===== config.mk =====
export PLATFORM = sky130hd
export DESIGN_NAME = fsq_flash_seq
export DESIGN_NICKNAME = d
export VERILOG_FILES = /design/src/design/fsq_pkg.sv /design/src/design/fsq_flash_seq.sv
export VERILOG_INCLUDE_DIRS = /design/src /design/src/design
export SDC_FILE = /design/constraint.sdc
export NUM_CORES = 1
export LEC_CHECK = 0
export ABC_CLOCK_PERIOD_IN_PS = 3300
export BUFFER_PORTS_ARGS = -buffer_cell sky130_fd_sc_hd__buf_2
export CAP_MARGIN = 10
export CORE_AREA = 4 4 96 98
export DETAILED_ROUTE_END_ITERATION = 10
export DIE_AREA = 0 0 100 102
export PLACE_DENSITY = 0.77
export REMOVE_ABC_BUFFERS = 1
export SYNTH_ARGS = -nofsm -noshare
export SYNTH_HDL_FRONTEND = slang
export SYNTH_SLANG_ARGS = --single-unit

===== constraint.sdc =====
create_clock -name I_SYS_CLK -period 3.3 [get_ports I_SYS_CLK]
set_input_delay 0.495 -clock I_SYS_CLK [delete_from_list [all_inputs] [get_ports I_SYS_CLK]]
set_output_delay 0.495 -clock I_SYS_CLK [all_outputs]
set_load 0.03 [all_outputs]

===== src/design/fsq_regs.svh =====
// register offsets, field positions, reset values and timing counts
`ifndef FSQ_REGS_SVH
`define FSQ_REGS_SVH
// ==========================================================
// register byte offsets
`define FSQ_OFF_CTRL      8'h00
`define FSQ_OFF_KEY       8'h04
`define FSQ_OFF_ADDR_LO   8'h08
`define FSQ_OFF_ADDR_HI   8'h0c
`define FSQ_OFF_PAGE      8'h10
`define FSQ_OFF_STATUS    8'h14
`define FSQ_OFF_IRQ_CLR   8'h18
`define FSQ_OFF_IRQ_EN    8'h1c
// ==========================================================
// control fields
`define FSQ_CTRL_START    15
`define FSQ_CTRL_WRITE_EN 14
`define FSQ_CTRL_ERR      13
`define FSQ_OP_HI         3
`define FSQ_OP_LO         0
`define FSQ_OP_ERASE      4'h3
`define FSQ_OP_ROW        4'h2
`define FSQ_KEY_FIRST     16'h0055
`define FSQ_KEY_SECOND    16'h00aa
// ==========================================================
// status / interrupt bits
`define FSQ_ST_DONE       0
`define FSQ_ST_REFUSED    1
`define FSQ_RST_CTRL      16'h0000
`define FSQ_RST_PAGE      16'h0000
// ==========================================================
// geometry and timing
`define FSQ_ROWS_PER_BLK  8
`define FSQ_WORDS_PER_ROW 128
`define FSQ_ROW_MASK      24'hfffc00
`define FSQ_BLK_MASK      24'hffe000
`define FSQ_ERASE_CYC     16'h0040
`define FSQ_ARRAY_DONE_TO 16'h0000
`endif

===== src/design/fsq_pkg.sv =====
// types shared by the flash self-program sequencer
package fsq_pkg;
  typedef enum logic [1:0] {
    FSQ_IDLE, FSQ_ERASE, FSQ_PROG, FSQ_WAIT
  } fsq_state_e;
  typedef enum logic [1:0] {
    FSQ_K_NONE, FSQ_K_ONE, FSQ_K_ARMED
  } fsq_key_e;
  typedef logic [23:0] fsq_addr_t;
endpackage : fsq_pkg


===== src/design/fsq_flash_seq.sv =====
// flash self-program sequencer with wishbone register slave
// What this block does
// - erase works only on whole eight-row blocks, address aligned to block.
// - one row program moves 128 latch words into the array.
// - operation select 0011 starts a block erase.
// - operation select 0010 starts a single row program.
// - no operation proceeds without the unlock key sequence.
// - start bit 15 begins the operation; processor stalls throughout.
// - hardware clears the start bit when the operation completes.
`include "fsq_regs.svh"
module fsq_flash_seq
  import fsq_pkg::*;
(
  input  wire logic        I_SYS_CLK,
  input  wire logic        I_RST_N,
  input  wire logic        I_WB_CYC,
  input  wire logic        I_WB_STB,
  input  wire logic        I_WB_WE,
  input  wire logic [7:0]  I_WB_ADR,
  input  wire logic [3:0]  I_WB_SEL,
  input  wire logic [31:0] I_WB_DAT,
  output logic      [31:0] O_WB_DAT,
  output logic             O_WB_ACK,
  input  wire logic        I_FL_DONE,
  output logic             O_FL_ERASE,
  output logic             O_FL_ROW,
  output fsq_pkg::fsq_addr_t O_FL_ADDR,
  output logic      [15:0] O_FL_PAGE,
  output logic             O_CPU_STALL,
  output logic             O_IRQ
);
  import fsq_pkg::*;

  // ==========================================================
  // bus decode
  logic [15:0] ctrl_r, addr_lo_r, addr_hi_r, page_r;
  logic [1:0]  sts_r, ien_r;
  logic        ack_r, irq_r, stall_r, erase_r, row_r;
  logic [31:0] rdat_r;
  fsq_addr_t   fl_addr_r;
  fsq_state_e  st_r;
  fsq_key_e    key_r;

  wire         req      = I_WB_CYC & I_WB_STB & ~ack_r;
  wire         wr       = req & I_WB_WE & I_WB_SEL[0] & I_WB_SEL[1];
  wire         sel_ctrl = I_WB_ADR == `FSQ_OFF_CTRL;
  wire         sel_key  = I_WB_ADR == `FSQ_OFF_KEY;
  wire         sel_alo  = I_WB_ADR == `FSQ_OFF_ADDR_LO;
  wire         sel_ahi  = I_WB_ADR == `FSQ_OFF_ADDR_HI;
  wire         sel_page = I_WB_ADR == `FSQ_OFF_PAGE;
  wire         sel_sts  = I_WB_ADR == `FSQ_OFF_STATUS;
  wire         sel_clr  = I_WB_ADR == `FSQ_OFF_IRQ_CLR;
  wire         sel_ien  = I_WB_ADR == `FSQ_OFF_IRQ_EN;
  wire [15:0]  wdat     = I_WB_DAT[15:0];
  wire         busy     = st_r != FSQ_IDLE;
  wire [3:0]   opsel    = ctrl_r[`FSQ_OP_HI:`FSQ_OP_LO];
  // operation field of the word being written
  wire [3:0]   wop      = wdat[`FSQ_OP_HI:`FSQ_OP_LO];

  // ==========================================================
  // start decision: key armed, write enable set, valid op
  wire         wr_ctrl  = wr & sel_ctrl & ~busy;
  wire         start_req = wr_ctrl & wdat[`FSQ_CTRL_START];
  // only the erase and row codes may start anything
  wire         op_ok    = wop == `FSQ_OP_ERASE ||
                          wop == `FSQ_OP_ROW;
  wire         go       = start_req & (key_r == FSQ_K_ARMED) &
                          wdat[`FSQ_CTRL_WRITE_EN] & op_ok;
  wire         refuse   = start_req & ~go;
  wire         op_done  = st_r == FSQ_WAIT;
  wire fsq_addr_t tgt   = {addr_hi_r[7:0], addr_lo_r};
  wire         do_erase = wop == `FSQ_OP_ERASE;
  // word stored on a control write; a refused start reads back low
  // and leaves the refused flag set so software can tell why
  wire [15:0]  ctrl_nxt = {go, wdat[`FSQ_CTRL_WRITE_EN], refuse, 9'h000,
                           wop};

  // ==========================================================
  // unlock key tracker: any other write in between disarms
  // reads leave it alone, so a status poll between keys is harmless
  always_ff @(posedge I_SYS_CLK or negedge I_RST_N) begin
    if (!I_RST_N) begin
      key_r <= FSQ_K_NONE;
    end else if (wr) begin
      if (sel_key && wdat == `FSQ_KEY_FIRST) begin
        key_r <= FSQ_K_ONE;
      end else if (sel_key && wdat == `FSQ_KEY_SECOND &&
                   key_r == FSQ_K_ONE) begin
        key_r <= FSQ_K_ARMED;
      end else begin
        key_r <= FSQ_K_NONE;
      end
    end
  end

  // ==========================================================
  // control register; start stays high until completion
  always_ff @(posedge I_SYS_CLK or negedge I_RST_N) begin
    if (!I_RST_N) begin
      ctrl_r <= `FSQ_RST_CTRL;
    end else if (op_done) begin
      ctrl_r[`FSQ_CTRL_START] <= 1'b0;
    end else if (wr_ctrl) begin
      ctrl_r <= ctrl_nxt;
    end
  end

  // address pair and page pointer, locked while busy
  always_ff @(posedge I_SYS_CLK or negedge I_RST_N) begin
    if (!I_RST_N) begin
      addr_lo_r <= 16'h0000;
      addr_hi_r <= 16'h0000;
      page_r    <= `FSQ_RST_PAGE;
    end else if (wr && !busy) begin
      if (sel_alo) addr_lo_r <= wdat;
      if (sel_ahi) addr_hi_r <= {8'h00, wdat[7:0]};
      if (sel_page) page_r <= wdat;
    end
  end

  // ==========================================================
  // sequencer: array strobes held until the array reports done
  always_ff @(posedge I_SYS_CLK or negedge I_RST_N) begin
    if (!I_RST_N) begin
      st_r      <= FSQ_IDLE;
      erase_r   <= 1'b0;
      row_r     <= 1'b0;
      stall_r   <= 1'b0;
      fl_addr_r <= 24'h000000;
    end else begin
      case (st_r)
        FSQ_IDLE: begin
          if (go) begin
            st_r    <= do_erase ? FSQ_ERASE : FSQ_PROG;
            erase_r <= do_erase;
            row_r   <= ~do_erase;
            stall_r <= 1'b1;
            // erase aligns to the 8-row block, program to one row
            fl_addr_r <= do_erase ? (tgt & `FSQ_BLK_MASK)
                                  : (tgt & `FSQ_ROW_MASK);
          end
        end
        FSQ_ERASE, FSQ_PROG: begin
          // no timer here: the array alone says when it is finished
          if (I_FL_DONE) begin
            erase_r <= 1'b0;
            row_r   <= 1'b0;
            st_r    <= FSQ_WAIT;
          end
        end
        FSQ_WAIT: begin
          stall_r <= 1'b0;
          st_r    <= FSQ_IDLE;
        end
        default: st_r <= FSQ_IDLE;
      endcase
    end
  end

  // ==========================================================
  // sticky status: set wins over clear
  wire [1:0] sts_set = {refuse, op_done};
  wire [1:0] sts_clr = (wr && sel_clr) ? wdat[1:0] : 2'b00;
  always_ff @(posedge I_SYS_CLK or negedge I_RST_N) begin
    if (!I_RST_N) begin
      sts_r <= 2'b00;
      ien_r <= 2'b00;
      irq_r <= 1'b0;
    end else begin
      sts_r <= (sts_r & ~sts_clr) | sts_set;
      if (wr && sel_ien) ien_r <= wdat[1:0];
      irq_r <= |(((sts_r & ~sts_clr) | sts_set) & ien_r);
    end
  end

  // ==========================================================
  // read mux and ack; answer one cycle after request
  // ack masks the request, so a held cycle is taken only once
  wire [15:0] rmux =
      sel_ctrl ? ctrl_r :
      sel_alo  ? addr_lo_r :
      sel_ahi  ? addr_hi_r :
      sel_page ? page_r :
      sel_sts  ? {14'h0000, sts_r} :
      sel_ien  ? {14'h0000, ien_r} : 16'h0000;
  always_ff @(posedge I_SYS_CLK or negedge I_RST_N) begin
    if (!I_RST_N) begin
      ack_r  <= 1'b0;
      rdat_r <= 32'h00000000;
    end else begin
      ack_r  <= req;
      rdat_r <= {16'h0000, rmux};
    end
  end

  assign O_WB_ACK    = ack_r;
  assign O_WB_DAT    = rdat_r;
  assign O_FL_ERASE  = erase_r;
  assign O_FL_ROW    = row_r;
  assign O_FL_ADDR   = fl_addr_r;
  assign O_FL_PAGE   = page_r;
  assign O_CPU_STALL = stall_r;
  assign O_IRQ       = irq_r;

  // ==========================================================
  // checks on the start path
  lock_key_a: assert property (@(posedge I_SYS_CLK)
    disable iff (!I_RST_N)
    $rose(stall_r) |-> $past(key_r) == FSQ_K_ARMED)
    else $error("operation started without unlock key");

  key_disarm_a: assert property (@(posedge I_SYS_CLK)
    disable iff (!I_RST_N)
    (wr && !sel_key) |=> key_r == FSQ_K_NONE)
    else $error("key stays armed after other write");

  key_order_a: assert property (@(posedge I_SYS_CLK)
    disable iff (!I_RST_N)
    key_r == FSQ_K_ARMED |-> $past(key_r) != FSQ_K_NONE)
    else $error("key armed without first key");

  go_start_a: assert property (@(posedge I_SYS_CLK)
    disable iff (!I_RST_N)
    go |=> stall_r && ctrl_r[`FSQ_CTRL_START] && (erase_r || row_r))
    else $error("accepted start did not begin operation");

  refuse_flag_a: assert property (@(posedge I_SYS_CLK)
    disable iff (!I_RST_N)
    refuse |=> sts_r[`FSQ_ST_REFUSED] && !stall_r &&
               !ctrl_r[`FSQ_CTRL_START])
    else $error("refused start still took effect");

  // ==========================================================
  // checks on the running operation
  start_clr_a: assert property (@(posedge I_SYS_CLK)
    disable iff (!I_RST_N)
    op_done |=> !ctrl_r[`FSQ_CTRL_START])
    else $error("start bit not cleared at completion");

  start_hold_a: assert property (@(posedge I_SYS_CLK)
    disable iff (!I_RST_N)
    (erase_r || row_r) |-> ctrl_r[`FSQ_CTRL_START])
    else $error("start bit low during operation");

  stall_op_a: assert property (@(posedge I_SYS_CLK)
    disable iff (!I_RST_N)
    (erase_r || row_r) |-> stall_r)
    else $error("processor not stalled during operation");

  busy_stall_a: assert property (@(posedge I_SYS_CLK)
    disable iff (!I_RST_N)
    busy |-> stall_r)
    else $error("sequencer busy without stall");

  done_flag_a: assert property (@(posedge I_SYS_CLK)
    disable iff (!I_RST_N)
    op_done |=> sts_r[`FSQ_ST_DONE] && !stall_r)
    else $error("completion not flagged or stall kept");

  erase_sel_a: assert property (@(posedge I_SYS_CLK)
    disable iff (!I_RST_N)
    $rose(erase_r) |-> opsel == `FSQ_OP_ERASE)
    else $error("erase without erase select");

  row_sel_a: assert property (@(posedge I_SYS_CLK)
    disable iff (!I_RST_N)
    $rose(row_r) |-> opsel == `FSQ_OP_ROW)
    else $error("row program without row select");

  blk_align_a: assert property (@(posedge I_SYS_CLK)
    disable iff (!I_RST_N)
    erase_r |-> (fl_addr_r & ~`FSQ_BLK_MASK) == 24'h000000)
    else $error("erase address not block aligned");

  row_align_a: assert property (@(posedge I_SYS_CLK)
    disable iff (!I_RST_N)
    row_r |-> (fl_addr_r & ~`FSQ_ROW_MASK) == 24'h000000)
    else $error("row address not row aligned");

  // ==========================================================
  // checks on the bus and the interrupt
  ack_pulse_a: assert property (@(posedge I_SYS_CLK)
    disable iff (!I_RST_N)
    ack_r |=> !ack_r)
    else $error("ack longer than one cycle");

  irq_level_a: assert property (@(posedge I_SYS_CLK)
    disable iff (!I_RST_N)
    $stable(ien_r) |-> irq_r == |(sts_r & ien_r))
    else $error("interrupt does not follow enabled status");

  // main scenarios
  erase_c: cover property (@(posedge I_SYS_CLK) $rose(erase_r));
  row_c: cover property (@(posedge I_SYS_CLK) $rose(row_r));
  refuse_c: cover property (@(posedge I_SYS_CLK) refuse);
  armed_c: cover property (@(posedge I_SYS_CLK) key_r == FSQ_K_ARMED);
  done_c: cover property (@(posedge I_SYS_CLK) op_done);
endmodule : fsq_flash_seq


==> After elaboration in Yosys (flattened, before gate mapping) <==
Cells that the tools add are included.
{ "totals": {"regBits": 100, "in_bits": 50, "output_inout_bits": 77, "word_cells": 102} }
{ "op_classes": {"eq_ne": 18, "mux": 23, "bitwise_logic": 21, "n_reduce_logical": 24} }
{ "ops": {"columns": ["cell", "n"], "rows": [
  ["$mux W16", 5],
  ["$eq A8 B5 Y1 const B", 4],
  ["$eq A16 B7 Y1 const B", 1],
  ["$eq A16 B8 Y1 const B", 1],
  ["$eq A8 B4 Y1 const B", 2],
  ["$mux W2", 8],
  ["$reduce_and A2 Y1", 7],
  ["$mux W13", 1],
  ["$and A1 B1 Y1", 12],
  ["$eq A4 B2 Y1 const B", 2],
  ["$eq A8 B3 Y1 const B", 1],
  ["$logic_not A8 Y1", 1],
  ["$reduce_bool A2 Y1", 4],
  ["$eq A2 B2 Y1 const B", 3],
  ["$logic_and A1 B1 Y1", 6],
  ["$pmux W1 S2", 3],
  ["$pmux W2 S3", 1],
  ["$mux W1", 5],
  ["$not A1 Y1", 5],
  ["$and A2 B2 Y2", 2],
  ["$eq A2 B1 Y1 const B", 2],
  ["$ne A2 B2 Y1 const B", 2],
  ["$reduce_or A2 Y1", 2],
  ["$reduce_and A3 Y1", 1],
  ["5 further kinds", 5]
]} }

==> Logic depth before layout (Yosys ltp) <==
{ "logic_depth": {"depth_word": 16, "depth_mapped": 8, "ltp_nobuf": 6} }

==> Least setup slack after synthesis <==
No wires, ideal clock.
{ "synth_timing": {"kind": "input port to flip-flop", "startpoint": "input I_WB_ADR[2]", "endpoint": "register fl_addr_r[18] (netlist: O_FL_ADDR[18])", "setup_ns": 0.125, "arrival_ns": 2.646, "required_ns": 3.175, "setup_slack_ns": 0.529, "path_stages": 7, "n_path_buf": 3, "path_cell_list": "buf_2 -> or4_1 -> or4_4 -> or3_1 -> buf_6 -> buf_6 -> mux2_4"} }
{ "synth_between": {"elab_chain_cells": 8} }
{ "synth_lines": {"columns": ["element", "line_no", "text"], "rows": [
  ["from (decl)", "fsq_flash_seq.sv:19", "input wire logic [7:0] I_WB_ADR,"],
  ["$logic_not A8 Y1 (no line)", null, null],
  ["$and A1 B1 Y1 (2 in series)", "fsq_flash_seq.sv:62", "wire wr_ctrl = wr & sel_ctrl & ~busy;"],
  ["$and A1 B1 Y1", "fsq_flash_seq.sv:63", "wire start_req = wr_ctrl & wdat[`FSQ_CTRL_START];"],
  ["$and A1 B1 Y1 (3 in series)", "fsq_flash_seq.sv:67", "wire go = start_req & (key_r == FSQ_K_ARMED) &"],
  ["$reduce_and A2 Y1 (no line)", null, null],
  ["to (signal assigned)", "fsq_flash_seq.sv:139", "fl_addr_r <= do_erase ? (tgt & `FSQ_BLK_MASK)"],
  ["to (decl)", "fsq_flash_seq.sv:40", "fsq_addr_t fl_addr_r;"]
]} }
Every way passes these cells.
A chain may end at the register's enable or synchronous reset.

==> Worst setup path in the final report <==
{ "layout_timing": {"startpoint": "input I_WB_ADR[7]", "endpoint": "register st_r[0]"} }
{ "layout_between": {"elab_chain_cells": 9} }
{ "layout_lines": {"columns": ["element", "line_no", "text"], "rows": [
  ["$logic_not A8 Y1 (no line)", null, null],
  ["$and A1 B1 Y1 (2 in series)", "fsq_flash_seq.sv:62", null],
  ["$and A1 B1 Y1", "fsq_flash_seq.sv:63", null],
  ["$and A1 B1 Y1 (3 in series)", "fsq_flash_seq.sv:67", null],
  ["$ne A2 B2 Y1 (no line)", null, null],
  ["$reduce_and A2 Y1 (no line)", null, null],
  ["to (signal assigned)", "fsq_flash_seq.sv:134", "st_r <= do_erase ? FSQ_ERASE : FSQ_PROG;"],
  ["to (decl)", "fsq_flash_seq.sv:41", "fsq_state_e st_r;"]
]} }
Every way passes these cells.

==> results.json <==
{
  "design_area_sq_mm": 0.00482,
  "crit_required_ps": 3550,
  "wl_per_cell_microns": 17.7,
  "yosysTopAreaCellShare_pct": 54.4,
  "dr.pass1.iters": 4,
  "path_clk_slew_ps": 80,
  "chipWidth_microns": 100,
  "syn_to_final_growth_pct": 16.6,
  "ys_top_cells_by_count": "90 x dfrtp_1, 53 x mux2_2, 26 x buf_4",
  "cp.arrival_ps": 2860,
  "rsz0062_at_grt": "false",
  "tightest_slew_ps": 859,
  "path_class": "in2reg",
  "hold_buffers": 0,
  "crit_slowest_cell": "or4_1",
  "die_h_microns": 102,
  "synth_area_sq_mm": 0.00414,
  "num-nets-final": 493,
  "drt_iter0_markers": 176,
  "worstSkewPairLatency_ps": 360,
  "core_sq_mm": 0.00847,
  "grt_pass1_wl_microns": 15500,
  "synth.distinct_cells": 48,
  "yosys_register_bits": 90,
  "vdd_drop_max_mv": 0.228,
  "finalSetupViolCount": 0,
  "wl_microns": 9750,
  "gr-total-overflow": 0,
  "antenna_cells": 0,
  "place_congestion": 0.867,
  "htree_num_levels": 3,
  "nFillCells": 720,
  "track_usage_pct": 19.6,
  "row_count": 34,
  "cts_resized": 0,
  "setup_tns_ps": 0,
  "fin_skew_ps": 7.28,
  "cts_sinks": 90,
  "critPathMaxStageDelay_ps": 690,
  "cts_root_buffer": "clkbuf_8",
  "yosys.cell_count.top_type": "dfrtp_1",
  "slew_violations": 0,
  "syn_avg_cell_area_sq_um": 12.0,
  "hp-class": "in2async",
  "dieArea_sq_mm": 0.0102,
  "drc": 0,
  "finalHoldViolations": 0,
  "port_buffers": 82,
  "start_util_pct": 48.9,
  "antenna_left": 0,
  "cts_tree": "built",
  "status": "complete, no violations",
  "critical-path-top-delay-family": "simple AND/OR/NAND/NOR gates",
  "use_met2_pct": 31.9,
  "path_max_fanout": 13,
  "drive_gt1_share_pct": 39.0,
  "top_usage_layer": "met2",
  "powerDensity_mw_per_mm2": 450,
  "end_kind": "flip-flop",
  "slew-limit-headroom_pct": 42.0,
  "fmax_ghz": 0.384,
  "timing.final.crit_share_pct": 79.0,
  "postSynthCellCount": 345,
  "synth_edf_count": 0,
  "post-cts-setup-buffer-count": 0,
  "cts_buffer_depth": 2,
  "ys_seq_area_share_pct": 54.4,
  "grtUsageMet1_pct": 25.7,
  "post-route-min-period_ps": 2610,
  "grt_pass1_vias": 3058,
  "worst-path-buf-inv": 2,
  "io_pins": 127,
  "yosysWarnings": 0,
  "synth_ff_type": "dfrtp_1",
  "path_cells": "buf_2 > or4_1 > or4_4 > buf_4 > o32ai_1 > mux2_2",
  "worst_setup_path_start_kind": "input port",
  "vias": 3023,
  "cap_violations": 0,
  "grt_max_degree": 65,
  "dpl.hpwl_microns": 7250,
  "place_area_sq_mm": 0.00464,
  "grtUsageMet3_pct": 4.64,
  "synth_top_area_cell": "dfrtp_1",
  "viasPerCell": 5.48,
  "cts_buffers": 9,
  "async_flop_share_pct": 100,
  "antenna_found_initial": 0,
  "synth_area_leaders": "dfrtp_1 54%, mux2_2 14%, buf_4 4.7%, o21ai_0 2.8%, nand2_1 1.8%",
  "p_leak_nw": 2.55
}
logic make-up (layout without fill, tap and decap cells):
group / count (synthesis) / count (layout) / share of synthesized area (%)
AND/OR/NAND/NOR: 73 / 73 / 9.85
buffers and inverters: 55 / 129 / 7.77
other: 1 / 26 / 0.0906
adder cells (fa/ha/maj): 3 / 3 / 0.907
AO/OA/AOI/OAI: 62 / 62 / 10.1
flip-flops: 90 / 90 / 54.4
multiplexers: 61 / 61 / 16.8
stage by stage:
stage / hold WS (ps) / power (mW) / util [%] / instances / setup slack, ps
3_5_place_dp: 470 / 1.47 / 54.8 / 537 / 336
5_1_grt: 286 / 2.28 / 57.0 / 552 / 648
3_3_place_gp: 464 / 1.45 / 54.8 / 537 / 379
6_report: 219 / 2.17 / 57.0 / 552 / 693
4_1_cts: 243 / 2.19 / 57.0 / 552 / 725
2_1_floorplan: 199 / 1.35 / - / 331 / 468
final timing paths:
path,start,to,slack (ps),depth (start not counted)
min in group I_SYS_CLK,I_WB_DAT[8],addr_lo_r[8]$_DFFE_PN0P_,390,2
setup reg to reg,st_r[1]$_DFFE_PN0P_,st_r[0]$_DFFE_PN0P_,910,7
max in group asynchronous,I_RST_N,ien_r[1]$_DFFE_PN0P_,2360,2
setup / recovery,I_WB_ADR[7],st_r[0]$_DFFE_PN0P_,690,6
hold reg to reg,key_r[1]$_DFFE_PN0N_,key_r[1]$_DFFE_PN0N_,480,1
hold / removal,I_RST_N,O_FL_ADDR[22]$_DFFE_PN0P_,220,1
layer usage:
metal	vias to the layer above	share of wire, %
met4	0	2.0
met1	1516	42
met5	-	0
met3	19	6.9
met2	104	49
li1	1384	-
area by class of cell:
class                           instances  area [sq um]  share of cell area (%)
Inverter                               16          60.1                    1.24
Clock inverter                          3          40.0                   0.830
Tap cell                              108           135                    2.80
Multi-Input combinational cell        225          1660                    34.4
Sequential cell                        90          2250                    46.7
Clock buffer                           12           145                    3.01
Timing Repair Buffer                   98           533                    11.0
where the power goes:
part	switching (mW)	internal [mW]	leakage [nW]
Sequential	0.00961	1.12	1.24
Combinational	0.208	0.110	1.22
Clock	0.363	0.365	0.0962
Total	0.580	1.59	2.55
placed cells by master, fill, tap and decap left out, drive strengths merged, types with 6 or more instances in the layout:
master,Yosys,routed
a21oi,8,8
buf,30,98
clkbuf,9,12
conb,1,26
dfrtp,90,90
inv,15,15
mux2,57,57
nand2,20,20
nor2,11,11
nor3,6,6
o21ai,23,23
flip-flops by register name, summed over array words and instances (netlist names), 2 cells and up:
register,count
O_FL_ADDR,14
O_FL_PAGE,16
sts_r,2
ctrl_r,7
key_r,2
addr_hi_r,8
st_r,2
O_WB_DAT,16
ien_r,2
addr_lo_r,16
Power figures use the tool's default switching activity.
